File: src/design/dbgp_pkg.sv
`default_nettype none
package dbgp_pkg;
  localparam int unsigned DATA_W = 8;
  localparam int unsigned ADDR_W = 8;
  // output latch and input sample each take a one-byte window
  localparam int unsigned REG_WIN_BITS = 0;
  localparam logic [7:0] OUT_BASE_DEF = 8'h80;
  localparam logic [7:0] IN_BASE_DEF = 8'h81;
  localparam logic [7:0] OUT_LATCH_OFS = 8'h00;
  localparam logic [7:0] IN_SAMPLE_OFS = 8'h00;
  // pre-debounced input: data register only, 4-byte window
  localparam logic [7:0] BTN_BASE_DEF = 8'h84;
  localparam int unsigned BTN_WIN_BITS = 2;
  localparam logic [7:0] BTN_DATA_OFS = 8'h00;
  localparam logic [7:0] OUT_LATCH_RST = 8'h00;
  localparam logic [7:0] IN_SAMPLE_RST = 8'h00;
  localparam logic [7:0] DATA_ZERO = 8'h00;
  // memory: 128 bytes, selected when address msb is 0
  localparam int unsigned MEM_AW = 7;
  localparam int unsigned MEM_DEPTH = 128;
  localparam int unsigned MEM_SEL_BIT = 7;
  localparam logic MEM_SEL_VAL = 1'b0;
  localparam logic [7:0] MEM_INIT = 8'h00;
  typedef enum logic [1:0] {
    DBGP_CMD_IDLE,
    DBGP_CMD_WRITE,
    DBGP_CMD_READ
  } dbgp_cmd_t;
endpackage
`default_nettype wire

File: src/design/dbgp_bus_if.sv
`default_nettype none
interface dbgp_bus_if;
  logic [7:0] bus_addr;
  logic bus_write_strobe;
  logic bus_read_strobe;
  logic [7:0] bus_write_data;
  logic [7:0] bus_read_data;
  modport master (
    output bus_addr,
    output bus_write_strobe,
    output bus_read_strobe,
    output bus_write_data,
    input bus_read_data
  );
  modport periph (
    input bus_addr,
    input bus_write_strobe,
    input bus_read_strobe,
    input bus_write_data,
    output bus_read_data
  );
endinterface
`default_nettype wire

File: src/design/dbgp_periph.sv
`default_nettype none
module dbgp_periph #(
  parameter logic [7:0] OUT_BASE = dbgp_pkg::OUT_BASE_DEF,
  parameter logic [7:0] IN_BASE = dbgp_pkg::IN_BASE_DEF,
  parameter logic [7:0] BTN_BASE = dbgp_pkg::BTN_BASE_DEF
) (
  // clock and reset
  input wire logic i_ref_clk,
  input wire logic i_rstn,
  // documented active-high reset
  input wire logic i_rst,
  // data memory bus
  dbgp_bus_if.periph bus,
  // pins
  input wire logic [7:0] i_gpio_in,
  // pins already cleaned by a debouncer outside this block
  input wire logic [7:0] i_btn_in,
  output logic [7:0] o_gpio_out
);
  function automatic logic win_sel(input logic [7:0] addr,
                                   input logic [7:0] base,
                                   input int unsigned nbits);
    return (addr >> nbits) == (base >> nbits);
  endfunction

  // low-address match inside a window of 2^nbits bytes
  function automatic logic ofs_hit(input logic [7:0] addr,
                                   input logic [7:0] ofs,
                                   input int unsigned nbits);
    logic [7:0] mask;
    mask = 8'hff >> (dbgp_pkg::ADDR_W - nbits);
    if (nbits == 0) begin
      mask = dbgp_pkg::DATA_ZERO;
    end
    return (addr & mask) == (ofs & mask);
  endfunction

  logic out_sel;
  logic in_sel;
  logic btn_sel;
  logic mem_sel;
  logic out_wr;
  logic out_rd;
  logic in_rd;
  logic btn_rd;
  logic mem_wr;
  logic mem_rd;
  logic [7:0] out_latch;
  logic [7:0] in_sample;
  logic [7:0] btn_sample;
  logic [7:0] mem_word;
  logic [7:0] out_rdata;
  logic [7:0] in_rdata;
  logic [7:0] btn_rdata;
  logic [7:0] mem_rdata;
  logic [6:0] mem_addr;

  assign out_sel = win_sel(bus.bus_addr, OUT_BASE, dbgp_pkg::REG_WIN_BITS);
  assign in_sel = win_sel(bus.bus_addr, IN_BASE, dbgp_pkg::REG_WIN_BITS);
  assign btn_sel = win_sel(bus.bus_addr, BTN_BASE, dbgp_pkg::BTN_WIN_BITS);
  assign mem_sel = bus.bus_addr[dbgp_pkg::MEM_SEL_BIT] == dbgp_pkg::MEM_SEL_VAL;
  assign mem_addr = bus.bus_addr[dbgp_pkg::MEM_AW-1:0];

  assign out_wr = out_sel & bus.bus_write_strobe
    & ofs_hit(bus.bus_addr, dbgp_pkg::OUT_LATCH_OFS, dbgp_pkg::REG_WIN_BITS);
  assign mem_wr = mem_sel & bus.bus_write_strobe;
  assign out_rd = out_sel & bus.bus_read_strobe
    & ofs_hit(bus.bus_addr, dbgp_pkg::OUT_LATCH_OFS, dbgp_pkg::REG_WIN_BITS);
  assign in_rd = in_sel & bus.bus_read_strobe
    & ofs_hit(bus.bus_addr, dbgp_pkg::IN_SAMPLE_OFS, dbgp_pkg::REG_WIN_BITS);
  // other offsets of this window hold no register and read zero
  assign btn_rd = btn_sel & bus.bus_read_strobe
    & ofs_hit(bus.bus_addr, dbgp_pkg::BTN_DATA_OFS, dbgp_pkg::BTN_WIN_BITS);
  assign mem_rd = mem_sel & bus.bus_read_strobe;

  dbgp_out_latch u_dbgp_out_latch (
    .i_ref_clk(i_ref_clk),
    .i_rstn(i_rstn),
    .i_rst(i_rst),
    .i_wr(out_wr),
    .i_wdata(bus.bus_write_data),
    .o_latch(out_latch)
  );

  assign o_gpio_out = out_latch;

  // pins are asynchronous: two stages before use
  dbgp_pin_sync u_dbgp_pin_sync_gpio (
    .i_ref_clk(i_ref_clk),
    .i_rstn(i_rstn),
    .i_rst(i_rst),
    .i_pins(i_gpio_in),
    .o_sample(in_sample)
  );

  // no debouncing or change flags here: only the data register
  dbgp_pin_sync u_dbgp_pin_sync_btn (
    .i_ref_clk(i_ref_clk),
    .i_rstn(i_rstn),
    .i_rst(i_rst),
    .i_pins(i_btn_in),
    .o_sample(btn_sample)
  );

  dbgp_data_mem u_dbgp_data_mem (
    .i_ref_clk(i_ref_clk),
    .i_wr(mem_wr),
    .i_addr(mem_addr),
    .i_wdata(bus.bus_write_data),
    .o_rdata(mem_word)
  );

  assign out_rdata = out_rd ? out_latch : dbgp_pkg::DATA_ZERO;
  assign in_rdata = in_rd ? in_sample : dbgp_pkg::DATA_ZERO;
  assign btn_rdata = btn_rd ? btn_sample : dbgp_pkg::DATA_ZERO;
  assign mem_rdata = mem_rd ? mem_word : dbgp_pkg::DATA_ZERO;
  assign bus.bus_read_data = out_rdata | in_rdata | btn_rdata | mem_rdata;
endmodule

// output latch; its value is both the pin drive and the readback
module dbgp_out_latch (
  // clock and reset
  input wire logic i_ref_clk,
  input wire logic i_rstn,
  input wire logic i_rst,
  // decoded write
  input wire logic i_wr,
  input wire logic [7:0] i_wdata,
  // latched value
  output logic [7:0] o_latch
);
  logic [7:0] latch_ff;

  // either reset clears it
  always_ff @(posedge i_ref_clk or negedge i_rstn) begin
    if (!i_rstn) begin
      latch_ff <= dbgp_pkg::OUT_LATCH_RST;
    end else if (i_rst) begin
      latch_ff <= dbgp_pkg::OUT_LATCH_RST;
    end else if (i_wr) begin
      latch_ff <= i_wdata;
    end
  end

  assign o_latch = latch_ff;
endmodule

// two-stage synchroniser for asynchronous pins
module dbgp_pin_sync (
  // clock and reset
  input wire logic i_ref_clk,
  input wire logic i_rstn,
  input wire logic i_rst,
  // raw pins in, settled sample out
  input wire logic [7:0] i_pins,
  output logic [7:0] o_sample
);
  logic [7:0] meta_ff;
  logic [7:0] sample_ff;

  // only sample_ff is read: meta_ff may still be settling
  always_ff @(posedge i_ref_clk or negedge i_rstn) begin
    if (!i_rstn) begin
      meta_ff <= dbgp_pkg::IN_SAMPLE_RST;
      sample_ff <= dbgp_pkg::IN_SAMPLE_RST;
    end else if (i_rst) begin
      meta_ff <= dbgp_pkg::IN_SAMPLE_RST;
      sample_ff <= dbgp_pkg::IN_SAMPLE_RST;
    end else begin
      meta_ff <= i_pins;
      sample_ff <= meta_ff;
    end
  end

  assign o_sample = sample_ff;
endmodule

// 128-byte memory; read is asynchronous like distributed ram
module dbgp_data_mem (
  // clock
  input wire logic i_ref_clk,
  // decoded access
  input wire logic i_wr,
  input wire logic [6:0] i_addr,
  input wire logic [7:0] i_wdata,
  // addressed word
  output logic [7:0] o_rdata
);
  logic [7:0] mem_ff [dbgp_pkg::MEM_DEPTH];

  // no reset: contents survive reset like a block ram
  always_ff @(posedge i_ref_clk) begin
    if (i_wr) begin
      mem_ff[i_addr] <= i_wdata;
    end
  end

  assign o_rdata = mem_ff[i_addr];
endmodule
`default_nettype wire

File: src/flat_wrapper.sv
// flat-port wrapper written by rule: the top's interface ports become plain ports
module dbgp_periph_flat 
#(
  parameter logic [7:0] OUT_BASE = dbgp_pkg::OUT_BASE_DEF,
  parameter logic [7:0] IN_BASE = dbgp_pkg::IN_BASE_DEF,
  parameter logic [7:0] BTN_BASE = dbgp_pkg::BTN_BASE_DEF
)
  (i_ref_clk, i_rstn, i_rst, i_gpio_in, i_btn_in, o_gpio_out, bus_bus_addr, bus_bus_write_strobe, bus_bus_read_strobe, bus_bus_write_data, bus_bus_read_data);
  dbgp_bus_if bus_i ();
  input wire logic i_ref_clk;
  input wire logic i_rstn;
  input wire logic i_rst;
  input wire logic [7:0] i_gpio_in;
  input wire logic [7:0] i_btn_in;
  output logic [7:0] o_gpio_out;
  input wire logic [$bits(bus_i.bus_addr)-1:0] bus_bus_addr;
  input wire logic [$bits(bus_i.bus_write_strobe)-1:0] bus_bus_write_strobe;
  input wire logic [$bits(bus_i.bus_read_strobe)-1:0] bus_bus_read_strobe;
  input wire logic [$bits(bus_i.bus_write_data)-1:0] bus_bus_write_data;
  output wire logic [$bits(bus_i.bus_read_data)-1:0] bus_bus_read_data;
  assign bus_i.bus_addr = bus_bus_addr;
  assign bus_i.bus_write_strobe = bus_bus_write_strobe;
  assign bus_i.bus_read_strobe = bus_bus_read_strobe;
  assign bus_i.bus_write_data = bus_bus_write_data;
  assign bus_bus_read_data = bus_i.bus_read_data;
  dbgp_periph #(.OUT_BASE(OUT_BASE), .IN_BASE(IN_BASE), .BTN_BASE(BTN_BASE)) u_core (.i_ref_clk(i_ref_clk), .i_rstn(i_rstn), .i_rst(i_rst), .bus(bus_i), .i_gpio_in(i_gpio_in), .i_btn_in(i_btn_in), .o_gpio_out(o_gpio_out));
endmodule
File: config.mk
export PLATFORM = sky130hd
export DESIGN_NAME = dbgp_periph_flat
export DESIGN_NICKNAME = d
export VERILOG_FILES = /design/src/design/dbgp_pkg.sv /design/src/design/dbgp_bus_if.sv /design/src/design/dbgp_periph.sv /design/src/flat_wrapper.sv
export SDC_FILE = /design/constraint.sdc
export NUM_CORES = 1
export LEC_CHECK = 0
export CORE_MARGIN = 3
export CORE_UTILIZATION = 45
export DETAILED_ROUTE_END_ITERATION = 6
export DONT_BUFFER_PORTS = 1
export PLACE_DENSITY_LB_ADDON = 0.25
export SETUP_SLACK_MARGIN = 0.1
export SLEW_MARGIN = 20
export SYNTH_ARGS = -nofsm -noshare
export SYNTH_HDL_FRONTEND = slang
export SYNTH_SLANG_ARGS = --single-unit
File: constraint.sdc
create_clock -name i_ref_clk -period 3.6 [get_ports i_ref_clk]
set_input_delay 0.18 -clock i_ref_clk [delete_from_list [all_inputs] [get_ports i_ref_clk]]
set_output_delay 0.18 -clock i_ref_clk [all_outputs]
set_load 0.005 [all_outputs]
==> flow_metrics.py <==
metrics = {
    "yosys": {
        "ys.flop_type": "edfxtp_1",
        "synth_xor_area_share_pct": 0,
        "synth_area_leaders": "edfxtp_1 74%, mux4_2 10%, mux2i_1 3.0%",
        "syn_avg_cell_area_sq_um": 19.9,
        "synthMuxAreaShare_pct": 14.9,
        "synth_top_family_by_area": "multiplexers",
        "yosys_warnings": 0,
        "synth_area_sq_mm": 0.0417,
        "synth_top_area_share_pct": 73.8,
        "synth_adder_area_share_pct": 0,
        "netlist_instances": 2091,
        "ys_seq_elements": 1064,
        "yosys.area_share.simple_pct": 3.67,
        "synth-compound-area-share_pct": 3.52,
        "async_flop_share_pct": 3.76,
        "synth-edff-count": 1024,
        "synth_fp_nets": 2128,
        "ys_seq_area_share_pct": 76.2,
        "yosysTopAreaCell": "edfxtp_1",
        "yosysUniqueCellTypes": 53,
    },
    "layout": {
        "final_cell_mix": "1024 x edfxtp_1, 193 x mux4_2, 168 x nor2_1",
        "final_util_pct": 51.4,
        "stdcell_count": 3437,
        "nets": 2214,
        "regArea_sq_mm": 0.0318,
        "multi_input_area_sq_mm": 0.00921,
        "layout_commonest_cell": "edfxtp_1",
        "fin_area_sq_mm": 0.0467,
        "diodes": 0,
        "drive_gt1_share_pct": 21.0,
        "fill_cells": 7164,
        "syn_to_final_growth_pct": 12.1,
    },
    "floorplan": {
        "die_w_microns": 310,
        "initial_utilization_pct": 45.9,
        "ios": 53,
        "num_rows": 110,
        "die_h_microns": 310,
        "die_area_sq_mm": 0.0963,
        "core_sq_mm": 0.0908,
    },
    "timing": {
        "period_minus_slack_ns": 3.31,
        "finalHoldViolations": 15,
        "setup_viol": 0,
        "slew_headroom_pct": 18.2,
        "setup_tns_ns": 0,
        "whs_ns": -0.00926,
        "fin_crit_sh_pct": 92.0,
        "fmax_ghz": 0.302,
        "rsz0062_at_grt": "false",
        "final.setup.worst_slack_ns": 0.287,
        "tightest_slew_ns": 1.23,
        "slew_violations": 0,
        "fin_skew_ns": 0.0106,
    },
    "worst_setup_path": {
        "reg2reg_to": "u_core.u_dbgp_out_latch.o_latch[0]",
        "critical-path-max-stage-delay_ns": 0.54,
        "crit_slowest_cell": "o22ai_1",
        "start_kind": "flip-flop",
        "rr_worst_depth": 3,
        "crit_arrival_ns": 3.13,
        "cp.required_ns": 3.42,
        "crit_type": "reg -> out",
        "critPathMaxFanout": 1,
        "reg2reg_slack_ns": 2.27,
        "endpoint_kind": "output pin",
        "crit_path_cell_trace": "mux4_2 > mux2i_1 > nor2_1 > o22ai_1 > a41o_1 > nand3_1",
        "r2r_start": "u_core.u_dbgp_out_latch.o_latch[0]",
    },
    "grt": {
        "grt_pass1_wl_mm": 143,
        "grt_start_max_net_pins": 360,
        "grt_pass1_vias": 21100,
        "grt-ovfl-total": 0,
        "antenna_found_initial": 2,
        "grt_usage_pct": 20.3,
    },
    "cts": {
        "htreeDepth": 3,
        "worstSkewPairLatency_ns": 0.67,
        "cts-root-buf": "clkbuf_16",
        "clockBufferDepth": 3,
        "ctsResizeCount": 0,
        "cts_buffers": 103,
        "cts_tree": "yes",
        "clock_sinks": 1064,
        "cts_setup_buffers": 0,
        "cts_hold_buf": 40,
        "cts.clk_slew.worst_paths_ns": 0.06,
    },
    "placed_design": {
        "io_buffer_count": 0,
        "dp_cells": 3206,
        "dpl.hpwl_mm": 53.4,
        "dpl_cell_area_sq_mm": 0.0429,
        "dpl_worst_slack_ns": 0.730,
        "routabilityCongestion": 0.873,
    },
    "routing": {
        "vias_per_cell": 5.95,
        "drcViolationCount": 0,
        "dr.first_iter.drc_count": 2151,
        "vias": 20400,
        "wl_mm": 97.2,
        "ant_nets": 0,
        "firstDrtPassIters": 5,
        "wl_per_cell_microns": 28.3,
    },
    "worst_hold_path": {
        "hold_path_end": "u_core.u_dbgp_data_mem.mem_ff[83][5]",
        "hp-start": "bus_bus_write_data[5]",
        "hold_depth": 1,
        "worst_hold_path_type": "in -> reg",
    },
    "power_and_ir_drop": {
        "power.total_mw": 25.1,
        "powerDensity_mw_per_mm2": 538,
        "p_leak_nw": 14.9,
        "peakVddDrop_v": 0.000368,
    },
    "run": {
        "cap_violations": 0,
    },
    "outcome": {
        "status": "finished with violations",
        "violations": "hold timing",
    },
}
-- report_power, final --
group | switching [mW] | internal (mW) | total, mW
registers | 0.00970 | 13.6 | 13.6
logic | 0.586 | 0.418 | 1.00
clock network | 4.48 | 6.02 | 10.5
-- layer usage --
| layer | global-route usage [%] | wire (microns) |
|---|---|---|
| met1 | 27.8 | 39700 |
| met2 | 33.3 | 48100 |
| met3 | 3.88 | 6210 |
| met4 | 6.64 | 3150 |
| met5 | 0 | 27 |
-- Yosys cell counts (8+ instances only) --
cell type and n:
edfxtp_1 1024, mux4_2 193, nor2_1 169, mux2i_1 126
nor2b_1 61, nand2_1 52, mux2_2 48, dfrtp_1 40
clkbuf_1 39, buf_2 34, a22oi_1 27, o22ai_1 25
o21ai_0 24, buf_4 22, a211oi_1 21, a21oi_1 21
nand3_1 21, a221oi_1 17, o31ai_1 17, buf_6 14
nor3_1 11, a2111oi_0 9, a31oi_1 8
-- layout make-up --
cell class	instances	area share (%)
well taps	1176	3.15
clock buffers	131	5.88
flip-flops and latches	1064	68.0
clock inverters	58	1.11
inverters	1	0.00803
multi-input cells	907	19.7
repair buffers	100	2.20
-- worst max-delay path: cells and delay by family, from the launching register on --
family          cells  cell delay [ns]
mux                 2             1.01
flops               1             0.35
compound gates      2             0.89
simple gates        2             0.23
-- kinds of logic (layout without fill, tap and decap cells) --
group	count (synthesis)	count (layout)
DFF	1064	1064
muxes	369	369
and+or+nand+nor	337	337
AOI/OAI and AO/OA	201	201
buffers and inverters	120	290
-- state kept, by name (all words and copies together) (netlist names) --
register,count
u_core.u_dbgp_out_latch.o_latch,8
u_core.u_dbgp_data_mem.mem_ff,1024
u_core.u_dbgp_pin_sync_gpio.o_sample,8
u_core.u_dbgp_pin_sync_gpio.meta_ff,8
u_core.u_dbgp_pin_sync_btn.meta_ff,8
u_core.u_dbgp_pin_sync_btn.o_sample,8
-- worst max-delay path by stage --
| stage | startpoint | to | slack (ns) | depth (start not counted) |
|---|---|---|---|---|
| 3_3_place_gp | bus_bus_addr[1] | bus_bus_read_data[1] | 0.71 | 6 |
| 6_report | u_core.u_dbgp_data_mem.mem_ff[39][2] | bus_bus_read_data[2] | 0.29 | 6 |
| 2_1_floorplan | bus_bus_addr[0] | u_core.u_dbgp_data_mem.mem_ff[72][0] | 1.26 | 8 |
| 4_1_cts | u_core.u_dbgp_data_mem.mem_ff[38][6] | bus_bus_read_data[6] | 0.35 | 6 |
| 5_1_grt | u_core.u_dbgp_data_mem.mem_ff[39][6] | bus_bus_read_data[6] | 0.33 | 6 |
| 3_5_place_dp | bus_bus_addr[1] | bus_bus_read_data[1] | 0.73 | 6 |
(Power assumes the default switching activity.)
